==> src/shared/bpmu_defs.vh <==
// Constants of the bus power management unit: offsets, fields, resets.
`ifndef BPMU_DEFS_VH
`define BPMU_DEFS_VH

// Register word offsets on the plain register port.
`define BPMU_OFS_LOCAL_CTRL 4'h0
`define BPMU_OFS_MIO_CFG 4'h1
`define BPMU_OFS_GIS 4'h2
`define BPMU_OFS_PMCSR 4'h3
`define BPMU_OFS_WAKE_MASK 4'h4
`define BPMU_OFS_PWR_DATA 4'h5
`define BPMU_OFS_EE_LOAD 4'h6

// Field positions.
`define BPMU_LCC_FILT_LO 5
`define BPMU_LCC_FILT_HI 7
`define BPMU_GIS_PD_STS 20
`define BPMU_GIS_PD_IEN 21
`define BPMU_GIS_UART_WEN 24
`define BPMU_GIS_UART_PDEN 25
`define BPMU_PMCSR_PME_EN 8
`define BPMU_PMCSR_PME_STS 15
`define BPMU_PMCSR_DSEL_LO 9
`define BPMU_PMCSR_DSEL_HI 12
`define BPMU_PMCSR_SCALE_LO 13
`define BPMU_PMCSR_SCALE_HI 14
`define BPMU_PMCSR_DATA_LO 24

// Power state codes of the PMCSR state field.
`define BPMU_PS_D0 2'h0
`define BPMU_PS_D2 2'h2
`define BPMU_PS_D3 2'h3

// Reset values.
`define BPMU_RST_LCC 32'h00000000
`define BPMU_RST_MIC 32'h00000000
`define BPMU_RST_WMASK 5'h00
`define BPMU_RST_DATA 8'h00
`define BPMU_RST_SCALE 2'h0

// Filter time unit and clock period; the filter counter ticks once per clock, 100 ticks per unit.
`define BPMU_FILT_UNIT_NS 1000
`define BPMU_CLK_NS 10

`endif

==> src/bpmu_power_unit.v <==
// Power management unit of a bus target: powerdown filter and wakeup logic.
//
// Design decisions made here: the register addresses and the strobed register port.
`timescale 1ns/10ps
`include "bpmu_defs.vh"

module bpmu_power_unit #(
   parameter FILT_UNIT_CYC = `BPMU_FILT_UNIT_NS / `BPMU_CLK_NS,
   parameter NUM_SEL = 16
) (
   // Clock and reset.
   input wire mclk,
   input wire sys_rst,
   // Register port.
   input wire [3:0] reg_addr,
   input wire [31:0] reg_wdata,
   input wire reg_wr,
   input wire reg_rd,
   output reg [31:0] reg_rdata,
   // UART status, same clock domain.
   input wire uart_irq_pending,
   input wire uart_tx_idle,
   input wire uart_rx_idle,
   // External pins, asynchronous.
   input wire [1:0] aux_io_pin,
   input wire ring_indicator,
   input wire [2:0] modem_lines,
   input wire serial_in_line,
   // Power state effects.
   output wire uart_clk_en,
   output wire irq_block,
   output wire bar_access_en,
   output wire cfg_access_en,
   // Powerdown interrupt and shared wakeup pin.
   output wire pd_irq,
   output wire pme_out
);

   // ****************************************************************
   // Input synchronisers
   // ****************************************************************
   reg [6:0] sync1_reg;
   reg [6:0] sync2_reg;
   // The previous-sample stage feeds the change detectors.
   reg [6:0] prev_reg;
   wire [6:0] pins_raw;
   assign pins_raw = {serial_in_line, modem_lines, ring_indicator,
                      aux_io_pin};

   always @(posedge mclk) begin
      if (sys_rst) begin
         sync1_reg <= 7'h00;
         sync2_reg <= 7'h00;
         prev_reg <= 7'h00;
      end else begin
         sync1_reg <= pins_raw;
         sync2_reg <= sync1_reg;
         prev_reg <= sync2_reg;
      end
   end

   wire [1:0] aux_s;
   wire ri_s;
   wire ri_p;
   assign aux_s = sync2_reg[1:0];
   assign ri_s = sync2_reg[2];
   assign ri_p = prev_reg[2];

   // ****************************************************************
   // Detector arming
   // ****************************************************************
   // The synchronisers clear to zero, which is not the idle level of
   // every pin. Until real samples reach the previous-sample stage, a
   // compare against them would report a false change, so every change
   // and level detector except the ring trailing-edge one stays disarmed for three clocks after reset.
   reg [2:0] arm_reg;
   wire pins_armed;

   always @(posedge mclk) begin
      if (sys_rst) begin
         arm_reg <= 3'h0;
      end else begin
         arm_reg <= {arm_reg[1:0], 1'b1};
      end
   end

   assign pins_armed = arm_reg[2];

   // ****************************************************************
   // Registers
   // ****************************************************************
   reg [31:0] local_control_reg;
   reg [31:0] multipurpose_io_config;
   reg pd_sts_reg;
   reg pd_ien_reg;
   reg uart_wen_reg;
   reg uart_pden_reg;
   reg pme_en_reg;
   reg pme_sts_reg;
   reg [1:0] pstate_reg;
   reg [3:0] dsel_reg;
   reg [4:0] wake_mask_reg;
   reg [7:0] data_mem [0:NUM_SEL-1];
   reg [1:0] scale_mem [0:NUM_SEL-1];
   reg d2_clk_wake_reg;

   function is_addr;
      input [3:0] a;
      input [3:0] ofs;
      begin
         is_addr = (a == ofs);
      end
   endfunction

   wire low_power;
   assign low_power = (pstate_reg == `BPMU_PS_D2) ||
                      (pstate_reg == `BPMU_PS_D3);
   wire in_d2;
   assign in_d2 = (pstate_reg == `BPMU_PS_D2);

   // Aux polarity bit set means the pin interrupts when high.
   wire [1:0] aux_pol;
   assign aux_pol = {multipurpose_io_config[3], multipurpose_io_config[1]};
   wire [1:0] aux_irq_lvl;
   assign aux_irq_lvl = ~(aux_s ^ aux_pol);

   // ****************************************************************
   // Powerdown filter
   // ****************************************************************
   wire uart_pd_en_ok;
   assign uart_pd_en_ok = uart_pden_reg;
   wire uart_pd_req;
   assign uart_pd_req = uart_pd_en_ok & ~uart_irq_pending & uart_tx_idle &
                        uart_rx_idle;
   wire pd_req;
   assign pd_req = uart_pd_req |
                   (pins_armed & (|(~aux_irq_lvl)));
   wire [2:0] filt_sel;
   assign filt_sel = local_control_reg[`BPMU_LCC_FILT_HI:`BPMU_LCC_FILT_LO];

   // The count starts on the clock after the first one that sees the
   // synchronised request. A request that stays valid in ST_DONE keeps the
   // status bit set, because the set wins over the read clear.
   localparam ST_IDLE = 3'b001;
   localparam ST_WAIT = 3'b010;
   localparam ST_DONE = 3'b100;
   reg [2:0] filt_state_reg;
   reg [23:0] filt_cnt_reg;
   reg [23:0] filt_target;
   reg pd_valid;

   always @* begin
      // Zero select disables the filter; each step doubles the time.
      filt_target = FILT_UNIT_CYC[23:0] << filt_sel;
   end

   always @(posedge mclk) begin
      if (sys_rst) begin
         filt_state_reg <= ST_IDLE;
         filt_cnt_reg <= 24'h000000;
      end else begin
         case (filt_state_reg)
            ST_IDLE: begin
               filt_cnt_reg <= 24'h000000;
               if (pd_req && filt_sel != 3'h0) begin
                  filt_state_reg <= ST_WAIT;
               end
            end
            ST_WAIT: begin
               // A dropped request or a disabled filter abandons the count.
               if (!pd_req || filt_sel == 3'h0) begin
                  filt_state_reg <= ST_IDLE;
               end else if (filt_cnt_reg >= filt_target - 24'h000001) begin
                  filt_state_reg <= ST_DONE;
               end else begin
                  filt_cnt_reg <= filt_cnt_reg + 24'h000001;
               end
            end
            ST_DONE: begin
               if (!pd_req) begin
                  filt_state_reg <= ST_IDLE;
               end
            end
            default: begin
               filt_state_reg <= ST_IDLE;
            end
         endcase
      end
   end

   always @* begin
      pd_valid = (filt_state_reg == ST_DONE) && pd_req;
   end

   // ****************************************************************
   // Wakeup sources
   // ****************************************************************
   // Mask bits: 0 ring, 1..3 modem lines, 4 serial input; zero enables.
   wire [4:0] line_chg;
   assign line_chg = (sync2_reg[6:2] ^ prev_reg[6:2]) & ~wake_mask_reg &
                     {5{pins_armed}};
   wire ri_trail;
   assign ri_trail = ri_p & ~ri_s & ~wake_mask_reg[0];
   // In D0 the channel runs, so line activity raises no wakeup there.
   wire uart_wake;
   assign uart_wake = (pstate_reg == `BPMU_PS_D3) ? ri_trail :
                      (pstate_reg == `BPMU_PS_D2) ? (|line_chg) : 1'b0;
   // Aux pins at their interrupt level wake in every power state.
   wire aux_wake;
   assign aux_wake = pins_armed & (|aux_irq_lvl);
   // Wakeups skip the filter on purpose: a resume must not wait out a
   // filter time that was tuned for quiet periods.
   wire wake_evt;
   assign wake_evt = pme_en_reg & ((uart_wake & uart_wen_reg) |
                     aux_wake);

   // ****************************************************************
   // Register writes and sticky flags
   // ****************************************************************
   wire wr_lcc;
   wire wr_mic;
   wire wr_gis;
   wire wr_pm;
   wire wr_msk;
   wire wr_ee;
   wire rd_gis;
   assign wr_lcc = reg_wr & is_addr(reg_addr, `BPMU_OFS_LOCAL_CTRL);
   assign wr_mic = reg_wr & is_addr(reg_addr, `BPMU_OFS_MIO_CFG);
   assign wr_gis = reg_wr & is_addr(reg_addr, `BPMU_OFS_GIS);
   assign wr_pm = reg_wr & is_addr(reg_addr, `BPMU_OFS_PMCSR);
   assign wr_msk = reg_wr & is_addr(reg_addr, `BPMU_OFS_WAKE_MASK);
   assign wr_ee = reg_wr & is_addr(reg_addr, `BPMU_OFS_EE_LOAD);
   assign rd_gis = reg_rd & is_addr(reg_addr, `BPMU_OFS_GIS);

   wire [1:0] new_ps;
   assign new_ps = reg_wdata[1:0];

   integer i;
   always @(posedge mclk) begin
      if (sys_rst) begin
         local_control_reg <= `BPMU_RST_LCC;
         multipurpose_io_config <= `BPMU_RST_MIC;
         pd_sts_reg <= 1'b0;
         pd_ien_reg <= 1'b0;
         uart_wen_reg <= 1'b0;
         uart_pden_reg <= 1'b0;
         pme_en_reg <= 1'b0;
         pme_sts_reg <= 1'b0;
         pstate_reg <= `BPMU_PS_D0;
         dsel_reg <= 4'h0;
         wake_mask_reg <= `BPMU_RST_WMASK;
         d2_clk_wake_reg <= 1'b0;
         for (i = 0; i < NUM_SEL; i = i + 1) begin
            data_mem[i] <= `BPMU_RST_DATA;
            scale_mem[i] <= `BPMU_RST_SCALE;
         end
      end else begin
         if (wr_lcc) begin
            local_control_reg <= reg_wdata;
         end
         if (wr_mic) begin
            multipurpose_io_config <= reg_wdata;
         end
         if (wr_gis) begin
            pd_ien_reg <= reg_wdata[`BPMU_GIS_PD_IEN];
            uart_wen_reg <= reg_wdata[`BPMU_GIS_UART_WEN];
            uart_pden_reg <= reg_wdata[`BPMU_GIS_UART_PDEN];
         end
         // Set wins over the read clear so no request is lost.
         if (pd_valid) begin
            pd_sts_reg <= 1'b1;
         end else if (rd_gis) begin
            pd_sts_reg <= 1'b0;
         end
         if (wr_pm) begin
            pme_en_reg <= reg_wdata[`BPMU_PMCSR_PME_EN];
            dsel_reg <= reg_wdata[`BPMU_PMCSR_DSEL_HI:`BPMU_PMCSR_DSEL_LO];
            // An unsupported state code leaves the state as it was.
            // Only this write moves the power state; no event does.
            if (new_ps == `BPMU_PS_D0 || new_ps == `BPMU_PS_D2 ||
                new_ps == `BPMU_PS_D3) begin
               pstate_reg <= new_ps;
            end
         end
         if (wake_evt) begin
            pme_sts_reg <= 1'b1;
         end else if (wr_pm && reg_wdata[`BPMU_PMCSR_PME_STS]) begin
            pme_sts_reg <= 1'b0;
         end
         if (wr_msk) begin
            wake_mask_reg <= reg_wdata[4:0];
         end
         // Each load access fills one select's data and scale.
         if (wr_ee) begin
            data_mem[reg_wdata[11:8]] <= reg_wdata[7:0];
            scale_mem[reg_wdata[11:8]] <= reg_wdata[13:12];
         end
         // Serial input activity in D2 turns the channel clock back on.
         // Any state but D2 drops it, so a move from D2 straight to D3
         // still leaves the clock stopped there.
         if (pstate_reg == `BPMU_PS_D2 && line_chg[4] && pme_en_reg) begin
            d2_clk_wake_reg <= 1'b1;
         end else if (!in_d2) begin
            d2_clk_wake_reg <= 1'b0;
         end
      end
   end

   // ****************************************************************
   // Read data
   // ****************************************************************
   always @(posedge mclk) begin
      if (sys_rst) begin
         reg_rdata <= 32'h00000000;
      end else if (reg_rd) begin
         case (reg_addr)
            `BPMU_OFS_LOCAL_CTRL: reg_rdata <= local_control_reg;
            `BPMU_OFS_MIO_CFG: reg_rdata <= multipurpose_io_config;
            `BPMU_OFS_GIS: begin
               reg_rdata <= {6'h00, uart_pden_reg, uart_wen_reg, 2'h0,
                             pd_ien_reg, pd_sts_reg, 20'h00000};
            end
            `BPMU_OFS_PMCSR: begin
               // Data 31:24, status 15, scale 14:13, select 12:9, enable 8.
               reg_rdata <= {data_mem[dsel_reg], 8'h00, pme_sts_reg,
                             scale_mem[dsel_reg], dsel_reg, pme_en_reg,
                             6'h00, pstate_reg};
            end
            `BPMU_OFS_WAKE_MASK: reg_rdata <= {27'h0000000, wake_mask_reg};
            default: reg_rdata <= 32'h00000000;
         endcase
      end else begin
         // Idle cycles return zero, so stale data never lingers on the bus.
         reg_rdata <= 32'h00000000;
      end
   end

   // ****************************************************************
   // Outputs
   // ****************************************************************
   // The serial wake only counts while the block is still in D2.
   assign uart_clk_en = ~low_power | (d2_clk_wake_reg & in_d2);
   assign irq_block = low_power;
   assign bar_access_en = ~low_power;
   assign cfg_access_en = 1'b1;
   // The low power block covers the powerdown interrupt as well.
   assign pd_irq = pd_sts_reg & pd_ien_reg & ~low_power;
   // Only the live enable and the sticky status drive the pin, so
   // a reset or power loss leaves it deasserted.
   assign pme_out = pme_en_reg & pme_sts_reg;

endmodule // bpmu_power_unit

==> config.mk <==
export PLATFORM = sky130hd
export DESIGN_NAME = bpmu_power_unit
export DESIGN_NICKNAME = d
export VERILOG_FILES = /design/src/bpmu_power_unit.v
export VERILOG_INCLUDE_DIRS = /design/src /design/src/shared
export SDC_FILE = /design/constraint.sdc
export NUM_CORES = 1
export LEC_CHECK = 0
export ABC_AREA = 1
export BUFFER_PORTS_ARGS = -buffer_cell sky130_fd_sc_hd__buf_2
export CORE_ASPECT_RATIO = 1.25
export CORE_MARGIN = 1
export CORE_UTILIZATION = 25
export CTS_CLUSTER_DIAMETER = 80
export CTS_CLUSTER_SIZE = 40
export DETAILED_ROUTE_END_ITERATION = 6
export SLEW_MARGIN = 40
export SYNTH_ARGS = -nofsm -noshare
export SYNTH_HDL_FRONTEND = slang
export SYNTH_SLANG_ARGS = --single-unit
==> constraint.sdc <==
create_clock -name mclk -period 3.51 [get_ports mclk]
set_input_delay 0.1755 -clock mclk [delete_from_list [all_inputs] [get_ports mclk]]
set_output_delay 0.1755 -clock mclk [all_outputs]
set_load 0.005 [all_outputs]
=== Word-level counts from Yosys, hierarchy flattened ===
Memory sizes are Yosys's and may differ from the RTL's. A register that Yosys moved wholly into a read port is not among the register bits.
Index checks and enable logic that the tools add are counted.

* Flip-flop bits (word level): 165
* Bits in latches: 0
* RAM bits: 160
* Memory bits (read-only): 0
* Word-level logic and storage cells: 138
* Memories kept: 2

{| class="wikitable"
|+ Memory list
! memory !! depth !! width !! read ports !! clocked after memory_dff !! wr ports !! line !! RTL
|-
| data_mem || 16 || 8 || 1 || 1 || 16 || bpmu_power_unit.v:103 || <nowiki>reg [7:0] data_mem [0:NUM_SEL-1];</nowiki>
|-
| scale_mem || 16 || 2 || 1 || 1 || 16 || bpmu_power_unit.v:104 || <nowiki>reg [1:0] scale_mem [0:NUM_SEL-1];</nowiki>
|}

* $add $sub $neg: 2
* Multiply operators: 0
* Divide/modulo/power cells: 0
* Order comparisons: 1
* Equality and inequality tests: 18
* Shifts and indexed selects: 1
* Multiplexer cells: 33
* Bitwise operators: 35
* Reductions and logical operators: 26

{| class="wikitable"
|+ Operator list
! operator !! count
|-
| $pmux 32 s5 || 1
|-
| $mux 24 || 2
|-
| $pmux 24 s2 || 1
|-
| $add 24x1->24 const B || 1
|-
| $ge 24x24->1 || 1
|-
| $mux 4 || 6
|-
| $shl 7x3->24 const A || 1
|-
| $sub 24x1->24 const B || 1
|-
| $and 1x1->1 || 20
|-
| $mux 1 || 16
|-
| $mux 3 || 4
|-
| $and 5x5->5 || 2
|-
| $pmux 3 s3 || 1
|-
| $eq 2x2->1 const B || 4
|-
| $eq 4x2->1 const B || 2
|-
| $eq 4x3->1 const B || 2
|-
| $mux 8 || 1
|-
| $ne 2x2->1 const B || 4
|-
| $reduce_or 2->1 || 4
|-
| $reduce_or 8->1 || 1
|-
| $reduce_and 3->1 || 2
|-
| $reduce_bool 2->1 || 3
|-
| $logic_and 1x1->1 || 5
|-
| $not 1->1 || 5
|-
| 20 further kinds || 26
|}

=== Logic depth before layout (Yosys ltp) ===
* Depth after elaboration: 10
* Mapped depth: 24
* Depth with buffers taken out: 24

=== Worst setup path after synthesis ===
Ideal clock, no wire load.

* Path kind: register -> register
* From: register local_control_reg[6]
* To: register filt_cnt_reg[6]
* Setup time: 0.070 ns
* Arrival: 2.859 ns
* Data required time: 3.440 ns
* Path slack: 0.581 ns
* Cell stages (with the launch flop): 25
* Clock period less this slack: 2.929 ns
* Path through: dfxtp_1 inv_1 ha_1 inv_1 nor2_1 inv_1 ha_1 nand3_1 nand3b_1 nand3_1 nand3_1 xor2_1 ha_1 nand2_1 inv_1 o21ai_0 nand3b_1 nor2_1 nand2_1 nand2_1 nand2_2 nand2_4 buf_6 nand2_1 a21oi_1

* Word-level cells in the longest chain between the ends: 5

{| class="wikitable"
|+ RTL lines
! element !! line !! RTL
|-
| from (decl) || bpmu_power_unit.v:92 || <nowiki>reg [31:0] local_control_reg;</nowiki>
|-
| from (signal assigned) || bpmu_power_unit.v:241 || <nowiki>local_control_reg <= `BPMU_RST_LCC;</nowiki>
|-
| from (signal assigned) || bpmu_power_unit.v:259 || <nowiki>local_control_reg <= reg_wdata;</nowiki>
|-
| $shl 7x3->24 || bpmu_power_unit.v:154 || <nowiki>filt_target = FILT_UNIT_CYC[23:0] << filt_sel;</nowiki>
|-
| $sub 24x1->24 || bpmu_power_unit.v:173 || <nowiki>end else if (filt_cnt_reg >= filt_target - 24'h000001) begin</nowiki>
|-
| $ge 24x24->1 || bpmu_power_unit.v:173 ||
|-
| $ne 2x2->1 (no source line) || - ||
|-
| $reduce_and 3->1 (no source line) (*) || - ||
|-
| to (signal assigned) || bpmu_power_unit.v:176 || <nowiki>filt_cnt_reg <= filt_cnt_reg + 24'h000001;</nowiki>
|-
| to (decl) || bpmu_power_unit.v:148 || <nowiki>reg [23:0] filt_cnt_reg;</nowiki>
|}

Every way passes the cells marked *; elsewhere a longest branch is shown, timed or not.
A chain may end at the register's enable or synchronous reset.

=== Final worst setup path ===
* From: register local_control_reg[5]
* To: register filt_cnt_reg[14]

Same word-level chain as after synthesis.

==> impl_metrics.yaml <==
cells_and_area:
  top_register: "data_mem"
  regArea_sq_mm: 0.00815
  largest_reg_flops: 128
  area_growth_pct: 15.1
  final_cell_area_sq_mm: 0.0169
  final_layout_size_suffix_gt1_frac: 0.0915
  multi_input_comb_area_sq_mm: 0.00558
  nets: 1875
  layout.cells.non_filler: 2562
  fillers: 6217
power_and_ir_drop:
  peakVddDrop_mv: 0.304
  power-per-cell-area_mw_per_mm2: 439
  p_leak_nw: 6.31
setup_path:
  reg2reg_depth: 23
  worstPathMaxFanout: 16
  worstPathArrival_ns: 3.53
  r2r-end: "filt_cnt_reg[14]"
  cp-end-kind: "register"
  start_kind: "register"
  required_ns: 3.88
  path_class: "reg2reg"
  crit_start: "local_control_reg[5]"
  timing.rr.start: "local_control_reg[5]"
  rrSetupSlack_ns: 0.35
place:
  place_ws_ns: 0.118
  place_congestion: 0.874
  dp_cells: 2491
  dpl_cell_area_sq_mm: 0.0159
  hpwl_mm: 29.2
  io_buffers: 86
detailed_routing:
  drt_iter0_drc: 914
  ant_nets: 0
  drc: 0
  drt-vias-per-instance: 4.72
  vias: 12080
  drt-pass1-iter-count: 7
  routedWlPerCell_microns: 16.4
  drt-total-wl_mm: 42.0
global_routing:
  grt_use_total: 0.138
  grt_max_degree: 81
  grt_pass1_vias: 11926
  grt_pass1_wl_mm: 65.3
  antenna_found_initial: 1
  grt_overflow: 0
timing:
  max_freq_ghz: 0.316
  finalSetupTns_ns: 0
  skew_ns: 0.0481
  fin_crit_ns: 3.16
  worst_slew_pin_slew_ns: 0.816
  rsz0062_at_grt: "no"
  final_max_slew_viol_count: 0
  fin_hold_ws_ns: 0.0280
  period_share: 0.901
  setup_viol: 0
  hold_viol: 0
  max-slew-margin-rel: 0.456
  worst_slack_ns: 0.349
floorplanning:
  start_util: 0.252
  core_sq_mm: 0.0582
  die-height_microns: 273
  dieArea_sq_mm: 0.0597
  die_w_microns: 219
  io_pins: 88
  row_count: 99
cts:
  clock-sinks: 327
  cts_tree: "built"
  numCtsBuffers: 15
  clock_path_buffers: 3
  clkTransAtPathRegs_ns: 0.15
  htree_levels: 1
  clk-insertion-delay-late_ns: 0.56
  root_buffer: "clkbuf_16"
min_path:
  hp-start: "reg_addr[1]"
  hold_end: "reg_rdata[1]"
  min-delay-path-class: "in2reg"
  hold_depth: 4
yosys:
  yosysWarnings: 0
  syn_inst: 1718
  avgSynthCellArea_sq_um: 8.55
  synth.distinct_cells: 39
  syn_area_sq_mm: 0.0147
  yosysSeqAreaShare: 0.555
  ys_ff_latch: 327
job:
  cap_viol_max_count: 0
status:
  outcome: "completed"
## per-stage QoR
step | utilization | total power, mW
5_1_grt | 0.291 | 7.71
3_5_place_dp | 0.273 | 5.08
2_1_floorplan | - | 4.86
6_report | 0.291 | 7.42
3_3_place_gp | 0.273 | 5.04
4_1_cts | 0.290 | 7.44
## layout by cell type (no fill, tap or decap), types with 3 or more instances in the layout
cell type | synthesis | layout
conb_1 | 1 | 9
nand2_4 | 1 | 3
buf_2 | 22 | 86
nor2_1 | 354 | 354
nand3b_1 | 4 | 4
nand3_1 | 83 | 83
clkinv_1 | 3 | 5
buf_4 | 1 | 33
nand2_1 | 237 | 237
xnor2_1 | 11 | 11
o221ai_1 | 35 | 35
edfxtp_1 | 160 | 160
nor3_1 | 13 | 13
clkbuf_16 | 0 | 15
o22ai_1 | 22 | 22
ha_1 | 30 | 30
a21oi_1 | 135 | 135
inv_2 | 4 | 5
o211ai_1 | 7 | 7
nand4_1 | 16 | 16
clkinv_16 | 0 | 3
dlygate4sd3_1 | 0 | 40
inv_1 | 147 | 145
o21ai_0 | 147 | 147
xor2_1 | 15 | 15
dfxtp_1 | 167 | 165
## cell type report
cell class                      count  area share
Clock inverter                     11      0.0113
Tap cell                          757      0.0560
Sequential cell                   327       0.482
Timing Repair Buffer              160      0.0646
Multi-Input combinational cell   1137       0.330
Inverter                          154      0.0342
Clock buffer                       15      0.0222
Antenna cell                        1    0.000148
## per-layer routing
| metal | global-route usage | vias to the layer above | part of all wire |
|---|---|---|---|
| met5 | 0 | - | 0 |
| met4 | 0.0561 | 0 | 0.037 |
| li1 | - | 5858 | - |
| met2 | 0.252 | 325 | 0.51 |
| met1 | 0.164 | 5825 | 0.41 |
| met3 | 0.0130 | 72 | 0.041 |
## power breakdown
group / total, mW / switching (mW) / internal (mW)
logic: 0.878 / 0.642 / 0.236
clock network: 2.34 / 1.43 / 0.908
registers: 4.20 / 0.0602 / 4.14
total: 7.42 / 2.13 / 5.28
## worst max path at each step
stage,to,depth (start not counted)
6_report,filt_cnt_reg[14],23
5_1_grt,filt_cnt_reg[14],18
4_1_cts,filt_cnt_reg[14],23
3_5_place_dp,filt_cnt_reg[14],23
3_3_place_gp,filt_cnt_reg[1],24
2_1_floorplan,filt_cnt_reg[6],24
## worst max-delay path: stages, from the launching register on
cell and delay, ns:
dfxtp_2 0.40, inv_1 0.08, ha_1 0.19, inv_1 0.06, nor2_1 0.06, inv_1 0.11
ha_1 0.18, nand3_1 0.12, nand3b_1 0.21, nand3_1 0.11, nand3_1 0.09, xor2_1 0.17
ha_1 0.18, nand2_1 0.06, inv_1 0.04, o21ai_0 0.14, nand3b_1 0.09, nor2_1 0.10
nand2_1 0.06, nand2_1 0.10, nand2_4 0.13, buf_8 0.18, nand3_1 0.07, a21oi_1 0.07
## what timing repair did
item                       CTS  global route
hold endpoints to repair    74             0
hold buffers                40             0
resized for setup            0             5
setup buffers                0             3
setup endpoints to repair    0            25
## cells in the mapped netlist (all sizes together)
cell type  instances  share of area
nand3             84          0.029
xnor2             11         0.0066
nor2b              1        0.00043
xor2              15         0.0089
nor3b              1        0.00051
a21o               1        0.00051
o21bai             1        0.00051
nand3b             4         0.0020
buf               27          0.010
or2                1        0.00060
a21oi            135          0.046
dfxtp            167           0.23
clkinv             3        0.00077
nor4               1        0.00085
nor3              17         0.0076
clkbuf            82          0.021
o221ai            35          0.021
conb               1        0.00026
o21ai            147          0.050
edfxtp           160           0.33
o22ai             22         0.0094
nand2            240          0.062
inv              151          0.039
a221oi             2         0.0012
nand4             17         0.0077
o211ai             7         0.0036
ha                30          0.026
nor2             355          0.091
## kinds of logic after synthesis
logic type,Yosys count,synth area share
fa+ha+maj,30,0.0255
xor+xnor,26,0.0155
buf+inv,263,0.0703
simple gates,721,0.202
other cells,1,0.000255
compound gates,350,0.132
flops,327,0.555
Power figures use the tool's default switching activity.
